--- src/core/schp_map.vh ---
`ifndef SCHP_MAP_VH
`define SCHP_MAP_VH
// register selects, address bits 2-1 with bit 0 taken as zero
`define SCHP_SEL_CTRL1     3'h0
`define SCHP_SEL_CTRL2     3'h2
`define SCHP_SEL_STATUS    3'h4
`define SCHP_SEL_CHARS     3'h4
`define SCHP_SEL_RXHOLD    3'h6
// control register one fields
`define SCHP_C1_TERM_RDY   0
`define SCHP_C1_TX_EN      1
`define SCHP_C1_RX_EN      2
`define SCHP_C1_RX_PAR     3
`define SCHP_C1_ESC_STRIP  4
// control register two fields
`define SCHP_C2_SYNC_MODE  5
`define SCHP_C2_SYNC_STRIP 3
// status fields
`define SCHP_ST_CHANGE     7
`define SCHP_ST_IRQ_ANY    2
// reset values
`define SCHP_CTRL_RST      8'h00
`define SCHP_CHAR_RST      8'h00
`endif

--- src/core/schp_port.v ---
`timescale 1ns/1ns
`default_nettype none
`include "schp_map.vh"
module schp_port #(
    parameter [4:0] DEV_ID = 5'h15  // arbitrary identity value
) (
    // clock and reset
    input  wire       clk,
    input  wire       reset,
    // shared bus
    input  wire [7:0] shared_addr_data_lines_in,
    output reg  [7:0] shared_addr_data_lines_out,
    output reg        shared_addr_data_lines_oe,
    input  wire       chip_select_n,
    input  wire       read_strobe_n,
    input  wire       write_strobe_n,
    output reg        bus_acknowledge_n,
    // interrupt chain
    input  wire       ack_chain_in_n,
    output reg        ack_chain_out_n,
    output reg        irq_request_n,
    // modem pins
    input  wire       data_set_ready_n,
    input  wire       carrier_detect_n,
    input  wire       ring_n,
    // receiver engine
    input  wire       rx_load,
    input  wire [7:0] rx_char,
    input  wire       rx_stop_bit,
    input  wire       rx_parity_bad,
    // transmitter engine
    input  wire       tx_move,
    output reg  [7:0] tx_holding_reg,
    output reg  [7:0] control_one_out,
    output reg  [7:0] control_two_out,
    output reg  [7:0] sync_char_out,
    output reg  [7:0] escape_char_out
);
    // ************************************************************
    // synchronisers and edges
    // ************************************************************
    wire [6:0] pins_s;
    wire [6:0] fall;
    wire [6:0] rise;
    wire [6:0] chg;
    reg  [7:0] bus_in_ff;
    reg  [7:0] bus_meta_ff;
    schp_sync2 #(.W(7)) u_sync (
        .clk      (clk),
        .reset    (reset),
        .async_in ({chip_select_n, read_strobe_n, write_strobe_n, ack_chain_in_n,
                    data_set_ready_n, carrier_detect_n, ring_n}),
        .sync_out (pins_s)
    );
    schp_edge #(.W(7)) u_edge (
        .clk      (clk),
        .reset    (reset),
        .level_in (pins_s),
        .fall     (fall),
        .rise     (rise),
        .change   (chg)
    );
    always @(posedge clk) begin
        if (reset) begin
            bus_meta_ff <= 8'h00;
            bus_in_ff   <= 8'h00;
        end else begin
            bus_meta_ff <= shared_addr_data_lines_in;
            bus_in_ff   <= bus_meta_ff;
        end
    end
    wire cs_n  = pins_s[6];
    wire re_n  = pins_s[5];
    wire aki_n = pins_s[3];
    wire cs_fall = fall[6];
    wire re_fall = fall[5];
    wire we_fall = fall[4];
    wire dsr_chg = chg[2];
    wire cd_chg  = chg[1];
    wire ring_fall = fall[0];

    // ************************************************************
    // registers
    // ************************************************************
    reg       sel_ff;
    reg       ack_cyc_ff;
    reg       replying_ff;
    reg [2:0] reg_sel_ff;
    reg       esc_ptr_ff;
    reg [7:0] rx_hold_ff;
    reg       change_ff;
    reg       frame_ff;
    reg       err3_ff;
    reg       over_ff;
    reg       rdy_ff;
    reg       empty_ff;
    reg       hold_vacant_ff;
    reg       esc_prev_ff;
    reg       irq_pend_ff;
    reg       irq_empty_ff;
    reg       tx_en_prev_ff;
    reg       modem_irq;
    reg       rx_irq;
    reg       empty_irq;
    wire      rx_en   = control_one_out[`SCHP_C1_RX_EN];
    wire      tx_en   = control_one_out[`SCHP_C1_TX_EN];
    wire      dtr     = control_one_out[`SCHP_C1_TERM_RDY];
    wire      sync_md = control_two_out[`SCHP_C2_SYNC_MODE];
    wire      esc_on  = control_one_out[`SCHP_C1_ESC_STRIP];
    wire [7:0] status = {change_ff, ~pins_s[2], ~pins_s[1],
                         frame_ff, err3_ff, over_ff, rdy_ff, empty_ff};
    wire      rd_status = sel_ff & ~ack_cyc_ff & re_fall & (reg_sel_ff == `SCHP_SEL_STATUS);
    wire      rd_rxhold = sel_ff & ~ack_cyc_ff & re_fall & (reg_sel_ff == `SCHP_SEL_RXHOLD);
    wire      wr_any    = sel_ff & ~ack_cyc_ff & we_fall;
    wire      wr_tx     = wr_any & (reg_sel_ff == `SCHP_SEL_RXHOLD);
    wire      id_match  = (bus_in_ff[7:3] == DEV_ID);
    // bit 0 only marks the cycle kind, selects decode bits 2-1
    wire [2:0] addr_sel = {bus_in_ff[2:1], 1'b0};
    wire      irq_taken = replying_ff & re_fall;
    wire      aki_hold  = ack_cyc_ff & ~cs_n & ~aki_n & ~replying_ff & ack_chain_out_n;

    // ************************************************************
    // interrupt sources
    // ************************************************************
    always @* begin
        modem_irq = ((dsr_chg | cd_chg) & dtr) | (ring_fall & ~dtr);
        rx_irq    = rx_load & rx_en;
        empty_irq = (tx_move & tx_en) | (tx_en & ~tx_en_prev_ff & hold_vacant_ff);
    end

    // ************************************************************
    // bus cycle, registers, status
    // ************************************************************
    always @(posedge clk) begin
        if (reset) begin
            sel_ff            <= 1'b0;
            ack_cyc_ff        <= 1'b0;
            replying_ff       <= 1'b0;
            reg_sel_ff        <= 3'h0;
            esc_ptr_ff        <= 1'b0;
            control_one_out   <= `SCHP_CTRL_RST;
            control_two_out   <= `SCHP_CTRL_RST;
            sync_char_out     <= `SCHP_CHAR_RST;
            escape_char_out   <= `SCHP_CHAR_RST;
            tx_holding_reg    <= `SCHP_CHAR_RST;
            bus_acknowledge_n <= 1'b1;
            ack_chain_out_n   <= 1'b1;
            shared_addr_data_lines_out <= 8'h00;
            shared_addr_data_lines_oe  <= 1'b0;
        end else begin
            // address phase on chip select fall
            if (cs_fall) begin
                reg_sel_ff <= addr_sel;
                if (!bus_in_ff[0]) begin
                    ack_cyc_ff <= 1'b1;
                end else if (id_match) begin
                    sel_ff            <= 1'b1;
                    bus_acknowledge_n <= 1'b0;
                    if (addr_sel != `SCHP_SEL_CHARS)
                        esc_ptr_ff <= 1'b0;
                end
            end
            // interrupt acknowledge cycle, decided once per cycle
            if (aki_hold) begin
                if (irq_pend_ff) begin
                    replying_ff       <= 1'b1;
                    bus_acknowledge_n <= 1'b0;
                end else begin
                    ack_chain_out_n <= 1'b0;
                end
            end
            if (replying_ff & re_fall) begin
                shared_addr_data_lines_out <= {DEV_ID, ~irq_empty_ff, 2'b00};
                shared_addr_data_lines_oe  <= 1'b1;
            end
            if (ack_cyc_ff & cs_n & re_n & aki_n) begin
                ack_cyc_ff        <= 1'b0;
                replying_ff       <= 1'b0;
                ack_chain_out_n   <= 1'b1;
                bus_acknowledge_n <= 1'b1;
            end
            // register read
            if (sel_ff & ~ack_cyc_ff & re_fall) begin
                shared_addr_data_lines_oe <= 1'b1;
                case (reg_sel_ff)
                    `SCHP_SEL_CTRL1:  shared_addr_data_lines_out <= control_one_out;
                    `SCHP_SEL_CTRL2:  shared_addr_data_lines_out <= control_two_out;
                    `SCHP_SEL_STATUS: shared_addr_data_lines_out <= status;
                    `SCHP_SEL_RXHOLD: shared_addr_data_lines_out <= rx_hold_ff;
                    default:          shared_addr_data_lines_out <= 8'h00;
                endcase
            end
            if (rise[5])
                shared_addr_data_lines_oe <= 1'b0;
            if (sel_ff & cs_n & re_n) begin
                sel_ff            <= 1'b0;
                bus_acknowledge_n <= 1'b1;
            end
            // register write
            if (wr_any) begin
                case (reg_sel_ff)
                    `SCHP_SEL_CTRL1:  control_one_out <= bus_in_ff;
                    `SCHP_SEL_CTRL2:  control_two_out <= bus_in_ff;
                    `SCHP_SEL_CHARS: begin
                        if (esc_ptr_ff)
                            escape_char_out <= bus_in_ff;
                        else
                            sync_char_out <= bus_in_ff;
                        esc_ptr_ff <= ~esc_ptr_ff;
                    end
                    `SCHP_SEL_RXHOLD: tx_holding_reg <= bus_in_ff;
                    default: ;
                endcase
            end
        end
    end

    // ************************************************************
    // status flags and receive holding
    // ************************************************************
    always @(posedge clk) begin
        if (reset) begin
            rx_hold_ff  <= 8'h00;
            change_ff   <= 1'b0;
            frame_ff    <= 1'b0;
            err3_ff     <= 1'b0;
            over_ff     <= 1'b0;
            rdy_ff      <= 1'b0;
            esc_prev_ff <= 1'b0;
        end else begin
            // status bit 7, set wins over read clear
            if (modem_irq)
                change_ff <= 1'b1;
            else if (rd_status)
                change_ff <= 1'b0;
            // receiver status
            if (!rx_en) begin
                frame_ff    <= 1'b0;
                err3_ff     <= 1'b0;
                over_ff     <= 1'b0;
                rdy_ff      <= 1'b0;
                esc_prev_ff <= 1'b0;
            end else if (rx_load) begin
                rx_hold_ff <= rx_char;
                rdy_ff     <= 1'b1;
                over_ff    <= rdy_ff & ~rd_rxhold;
                if (!sync_md)
                    frame_ff <= ~rx_stop_bit;
                else if (!(control_two_out[`SCHP_C2_SYNC_STRIP] && frame_ff))
                    frame_ff <= (rx_char == sync_char_out);
                else
                    frame_ff <= 1'b0;
                if (esc_on) begin
                    err3_ff     <= esc_prev_ff;
                    esc_prev_ff <= (rx_char == escape_char_out);
                end else begin
                    err3_ff <= control_one_out[`SCHP_C1_RX_PAR] & rx_parity_bad;
                end
            end else begin
                if (rd_rxhold)
                    rdy_ff <= 1'b0;
                if (rd_status & esc_on)
                    err3_ff <= 1'b0;
            end
        end
    end

    // ************************************************************
    // transmit holding empty
    // ************************************************************
    always @(posedge clk) begin
        if (reset) begin
            tx_en_prev_ff  <= 1'b0;
            hold_vacant_ff <= 1'b1;
            empty_ff       <= 1'b0;
        end else begin
            tx_en_prev_ff <= tx_en;
            // vacancy kept while the transmitter is off
            if (tx_move)
                hold_vacant_ff <= 1'b1;
            else if (wr_tx)
                hold_vacant_ff <= 1'b0;
            if (!tx_en)
                empty_ff <= 1'b0;
            else if (tx_move)
                empty_ff <= 1'b1;
            else if (wr_tx)
                empty_ff <= 1'b0;
            else if (!tx_en_prev_ff)
                empty_ff <= hold_vacant_ff;
        end
    end

    // ************************************************************
    // interrupt request, held until acknowledged
    // ************************************************************
    always @(posedge clk) begin
        if (reset) begin
            irq_pend_ff   <= 1'b0;
            irq_empty_ff  <= 1'b0;
            irq_request_n <= 1'b1;
        end else begin
            if (irq_taken) begin
                irq_pend_ff   <= 1'b0;
                irq_empty_ff  <= 1'b0;
                irq_request_n <= 1'b1;
            end
            if (modem_irq | rx_irq | empty_irq) begin
                irq_pend_ff   <= 1'b1;
                irq_request_n <= 1'b0;
                if (empty_irq & ~modem_irq & ~rx_irq & (~irq_pend_ff | irq_taken))
                    irq_empty_ff <= 1'b1;
                else if (modem_irq | rx_irq)
                    irq_empty_ff <= 1'b0;
            end
        end
    end
endmodule // schp_port
`default_nettype wire

--- src/core/schp_sync2.v ---
`timescale 1ns/1ns
`default_nettype none
module schp_sync2 #(
    parameter W = 4
) (
    // clock and reset
    input  wire         clk,
    input  wire         reset,
    // async in, synced out
    input  wire [W-1:0] async_in,
    output reg  [W-1:0] sync_out
);
    reg [W-1:0] meta_ff;
    always @(posedge clk) begin
        if (reset) begin
            meta_ff  <= {W{1'b1}};
            sync_out <= {W{1'b1}};
        end else begin
            meta_ff  <= async_in;
            sync_out <= meta_ff;
        end
    end
endmodule // schp_sync2
`default_nettype wire

--- src/core/schp_edge.v ---
`timescale 1ns/1ns
`default_nettype none
module schp_edge #(
    parameter W = 4
) (
    // clock and reset
    input  wire         clk,
    input  wire         reset,
    // level in, edges out
    input  wire [W-1:0] level_in,
    output wire [W-1:0] fall,
    output wire [W-1:0] rise,
    output wire [W-1:0] change
);
    reg [W-1:0] prev_ff;
    always @(posedge clk) begin
        if (reset)
            prev_ff <= {W{1'b1}};
        else
            prev_ff <= level_in;
    end
    assign fall   = prev_ff & ~level_in;
    assign rise   = ~prev_ff & level_in;
    assign change = prev_ff ^ level_in;
endmodule // schp_edge
`default_nettype wire

--- config.mk ---
export PLATFORM = sky130hd
export DESIGN_NAME = schp_port
export DESIGN_NICKNAME = d
export VERILOG_FILES = /design/src/core/schp_port.v /design/src/core/schp_sync2.v /design/src/core/schp_edge.v
export VERILOG_INCLUDE_DIRS = /design/src /design/src/core
export SDC_FILE = /design/constraint.sdc
export NUM_CORES = 1
export LEC_CHECK = 0
export ABC_AREA = 1
export BUFFER_PORTS_ARGS = -buffer_cell sky130_fd_sc_hd__buf_2
export CORE_MARGIN = 1.5
export CORE_UTILIZATION = 50
export CTS_BUF_LIST = sky130_fd_sc_hd__clkbuf_16
export DETAILED_ROUTE_END_ITERATION = 8
export PLACE_DENSITY = 0.78
export SLEW_MARGIN = 5
export SYNTH_ARGS = -nofsm -noshare
export SYNTH_HDL_FRONTEND = slang
export SYNTH_SLANG_ARGS = --single-unit
--- constraint.sdc ---
create_clock -name clk -period 1.97 [get_ports clk]
set_clock_uncertainty 0.1 [all_clocks]
set_input_delay 0.591 -clock clk [delete_from_list [all_inputs] [get_ports clk]]
set_output_delay 0.591 -clock clk [all_outputs]
set_load 0.01 [all_outputs]
==> out/results.ini <==
[setup_path]
worst-path-buf-inv = 1
path_class = reg -> out
cpMaxStageDelayCell = dfxtp_1
crit_path_max_incr_delay_ns = 0.43
crit_arrival_ns = 1.01
reg2reg_slack_ns = 0.34
crit_family = flip-flops
crit_path_end_kind = output port
cp_max_fo = 4
startpoint_type = flop
crit_chain = buf_2
required_ns = 1.28

[min_path]
hold_class = in -> reg

[timing]
slew_headroom = 0.689
fmax_mhz = 589
fin_crit_sh = 0.862
tns_ns = 0
finalSetupViolations = 0
period_needed_ns = 1.70
hold_violations = 0
rsz0062_at_grt = no
whs_ns = 0.269
max_slew.worst_pin.slew_ns = 0.466
setup_ws_ns = 0.273
final-max-slew-violation-count = 0

[clocking]
ctsResizeCount = 0
clock_latency_ns = 0.40
post_cts_buffers = 0
cts.sinks = 113
cts_tree = built
h-tree-depth = 4
numCtsBuffers = 17
ctsHoldBuffers = 0
clock_path_buffers = 2
clock-root-buffer = clkbuf_16
clk_pin_slew_ns = 0.05

[synthesis]
yosysTopAreaCell = dfxtp_1
netlist_instances = 552
synth_top_area_share = 0.526
synthXorXnorAreaFrac = 0.0122
syn_avg_cell_area_um2 = 7.80
synth.area.top_cells = dfxtp_1 53%, a21oi_1 8.1%, nand2_1 7.7%, o21ai_0 7.1%, inv_1 7.0%
synth_nets = 581
yosys_warnings = 0
synth_cell_types = 25
synth_seq_area_share = 0.526
yosys.area_share.simple = 0.197
synth_top_family_by_area = simple AND/OR/NAND/NOR gates
synth_compound_area_frac = 0.169
synth_seq_cells = 113
synthMuxAreaShare = 0
syn-cell-area_um2 = 4300
synthAdderAreaFrac = 0

[drt]
vias = 4006
via_per_inst = 5.31
dr.pass1.iters = 5
wl_per_cell_um = 14.9
dr.first_iter.drc_count = 292
postRouteWirelength_um = 11300
drc = 0
final_antenna_net_count = 0

[global_routing]
grt_pass1_wl_um = 17900
grt_overflow_total = 0
grt_usage = 0.263
antenna_found_initial = 0
first_global_vias = 3763
grt_max_degree = 57

[final_layout]
area_delta_synth_final_pct = 23.9
n_antenna_cell = 0
fin_nets = 669
drive_gt1_frac = 0.217

[power]
p_leak_nw = 2.45
p_per_area_nw_per_um2 = 997
peakVddDrop_mv = 0.621

[floorplanning]
dieWidth_um = 95.8
rows = 33
core_area_um2 = 8260
dieArea_um2 = 9170
die_h_um = 95.8
initial_core_util = 0.521
io_pins = 81

[run]
max-cap-violations = 0

[placed_design]
place_congestion = 0.907
portBuffers = 80
dp_worst_setup_slack_ns = 0.316
hpwl_um = 7870

[run_status]
status = finished clean

-- cells in the mapped netlist --
| master | n |
|---|---|
| nand2_1 | 88 |
| buf_6 | 2 |
| clkbuf_1 | 11 |
| o21ai_1 | 4 |
| o31ai_1 | 1 |
| nor2_1 | 39 |
| nand3_1 | 20 |
| o21ai_0 | 61 |
| buf_2 | 2 |
| nand4_1 | 9 |
| nand2_4 | 1 |
| a21oi_1 | 70 |
| nor2_4 | 1 |
| inv_2 | 6 |
| inv_1 | 80 |
| nor3_1 | 3 |
| nand3b_1 | 1 |
| nand2_2 | 5 |
| o221ai_1 | 1 |
| buf_4 | 2 |
| dfxtp_1 | 113 |
| nor2_8 | 1 |
| o22ai_1 | 6 |
| xnor2_1 | 6 |
| or2_2 | 19 |
-- final timing paths --
| kind | start | to | cells past startpoint |
|---|---|---|---|
| setup / recovery | control_two_out[3] | control_two_out[3] | 1 |
| hold / removal | write_strobe_n | u_sync.meta_ff[4] | 2 |
| setup reg to reg | u_sync.sync_out[5] | shared_addr_data_lines_out[6] | 5 |
| hold reg to reg | bus_meta_ff[4] | bus_in_ff[4] | 2 |
-- area by class of cell --
class	count	area, um^2
multi-input cells	336	1630
fillers	736	2920
clock inverters	12	104
inverters	86	323
clock buffers	17	425
repair buffers	86	458
well taps	105	131
flip-flops and latches	113	2260
-- per-stage QoR --
stage / std cells / instance area (um^2) / util / total power, mW
floorplan: 552 / 4300 / - / 2.51
global placement: 726 / 4800 / 0.582 / 2.58
detailed placement: 726 / 4800 / 0.582 / 2.59
CTS: 755 / 5330 / 0.646 / 5.32
global route: 755 / 5330 / 0.646 / 5.48
finish: 755 / 5330 / 0.646 / 5.32
-- report_power, final --
group / internal, mW / switching (mW)
Clock: 1.79 / 0.972
Combinational: 0.0746 / 0.119
Sequential: 2.33 / 0.0291
Total: 4.20 / 1.12
-- kinds of logic (layout without fill, tap and decap cells) --
logic type | count (synthesis) | count (layout)
simple gates | 187 | 187
compound gates | 143 | 143
flops | 113 | 113
buf+inv | 103 | 201
xor+xnor | 6 | 6
-- per-layer routing --
layer  global-route usage  up-vias  part of all wire
met5                    0        -                 0
met4                0.105        0             0.019
met3               0.0948       21             0.076
met2                0.422      175              0.48
met1                0.319     1858              0.42
li1                     -     1952                 -
-- cells in the final DEF (no fill, tap or decap), types with 5 or more instances in the layout --
| cell type | instances |
|---|---|
| o21ai_0 | 61 |
| nand2_1 | 88 |
| nand2_2 | 5 |
| a21oi_1 | 70 |
| nand3_1 | 20 |
| inv_1 | 82 |
| nand4_1 | 9 |
| nor2_1 | 39 |
| xnor2_1 | 6 |
| inv_2 | 6 |
| or2_2 | 19 |
| buf_2 | 80 |
| clkinv_1 | 5 |
| clkbuf_16 | 17 |
| o22ai_1 | 6 |
| buf_4 | 5 |
| dfxtp_1 | 113 |
No activity file was read; power rests on OpenSTA's default activity.
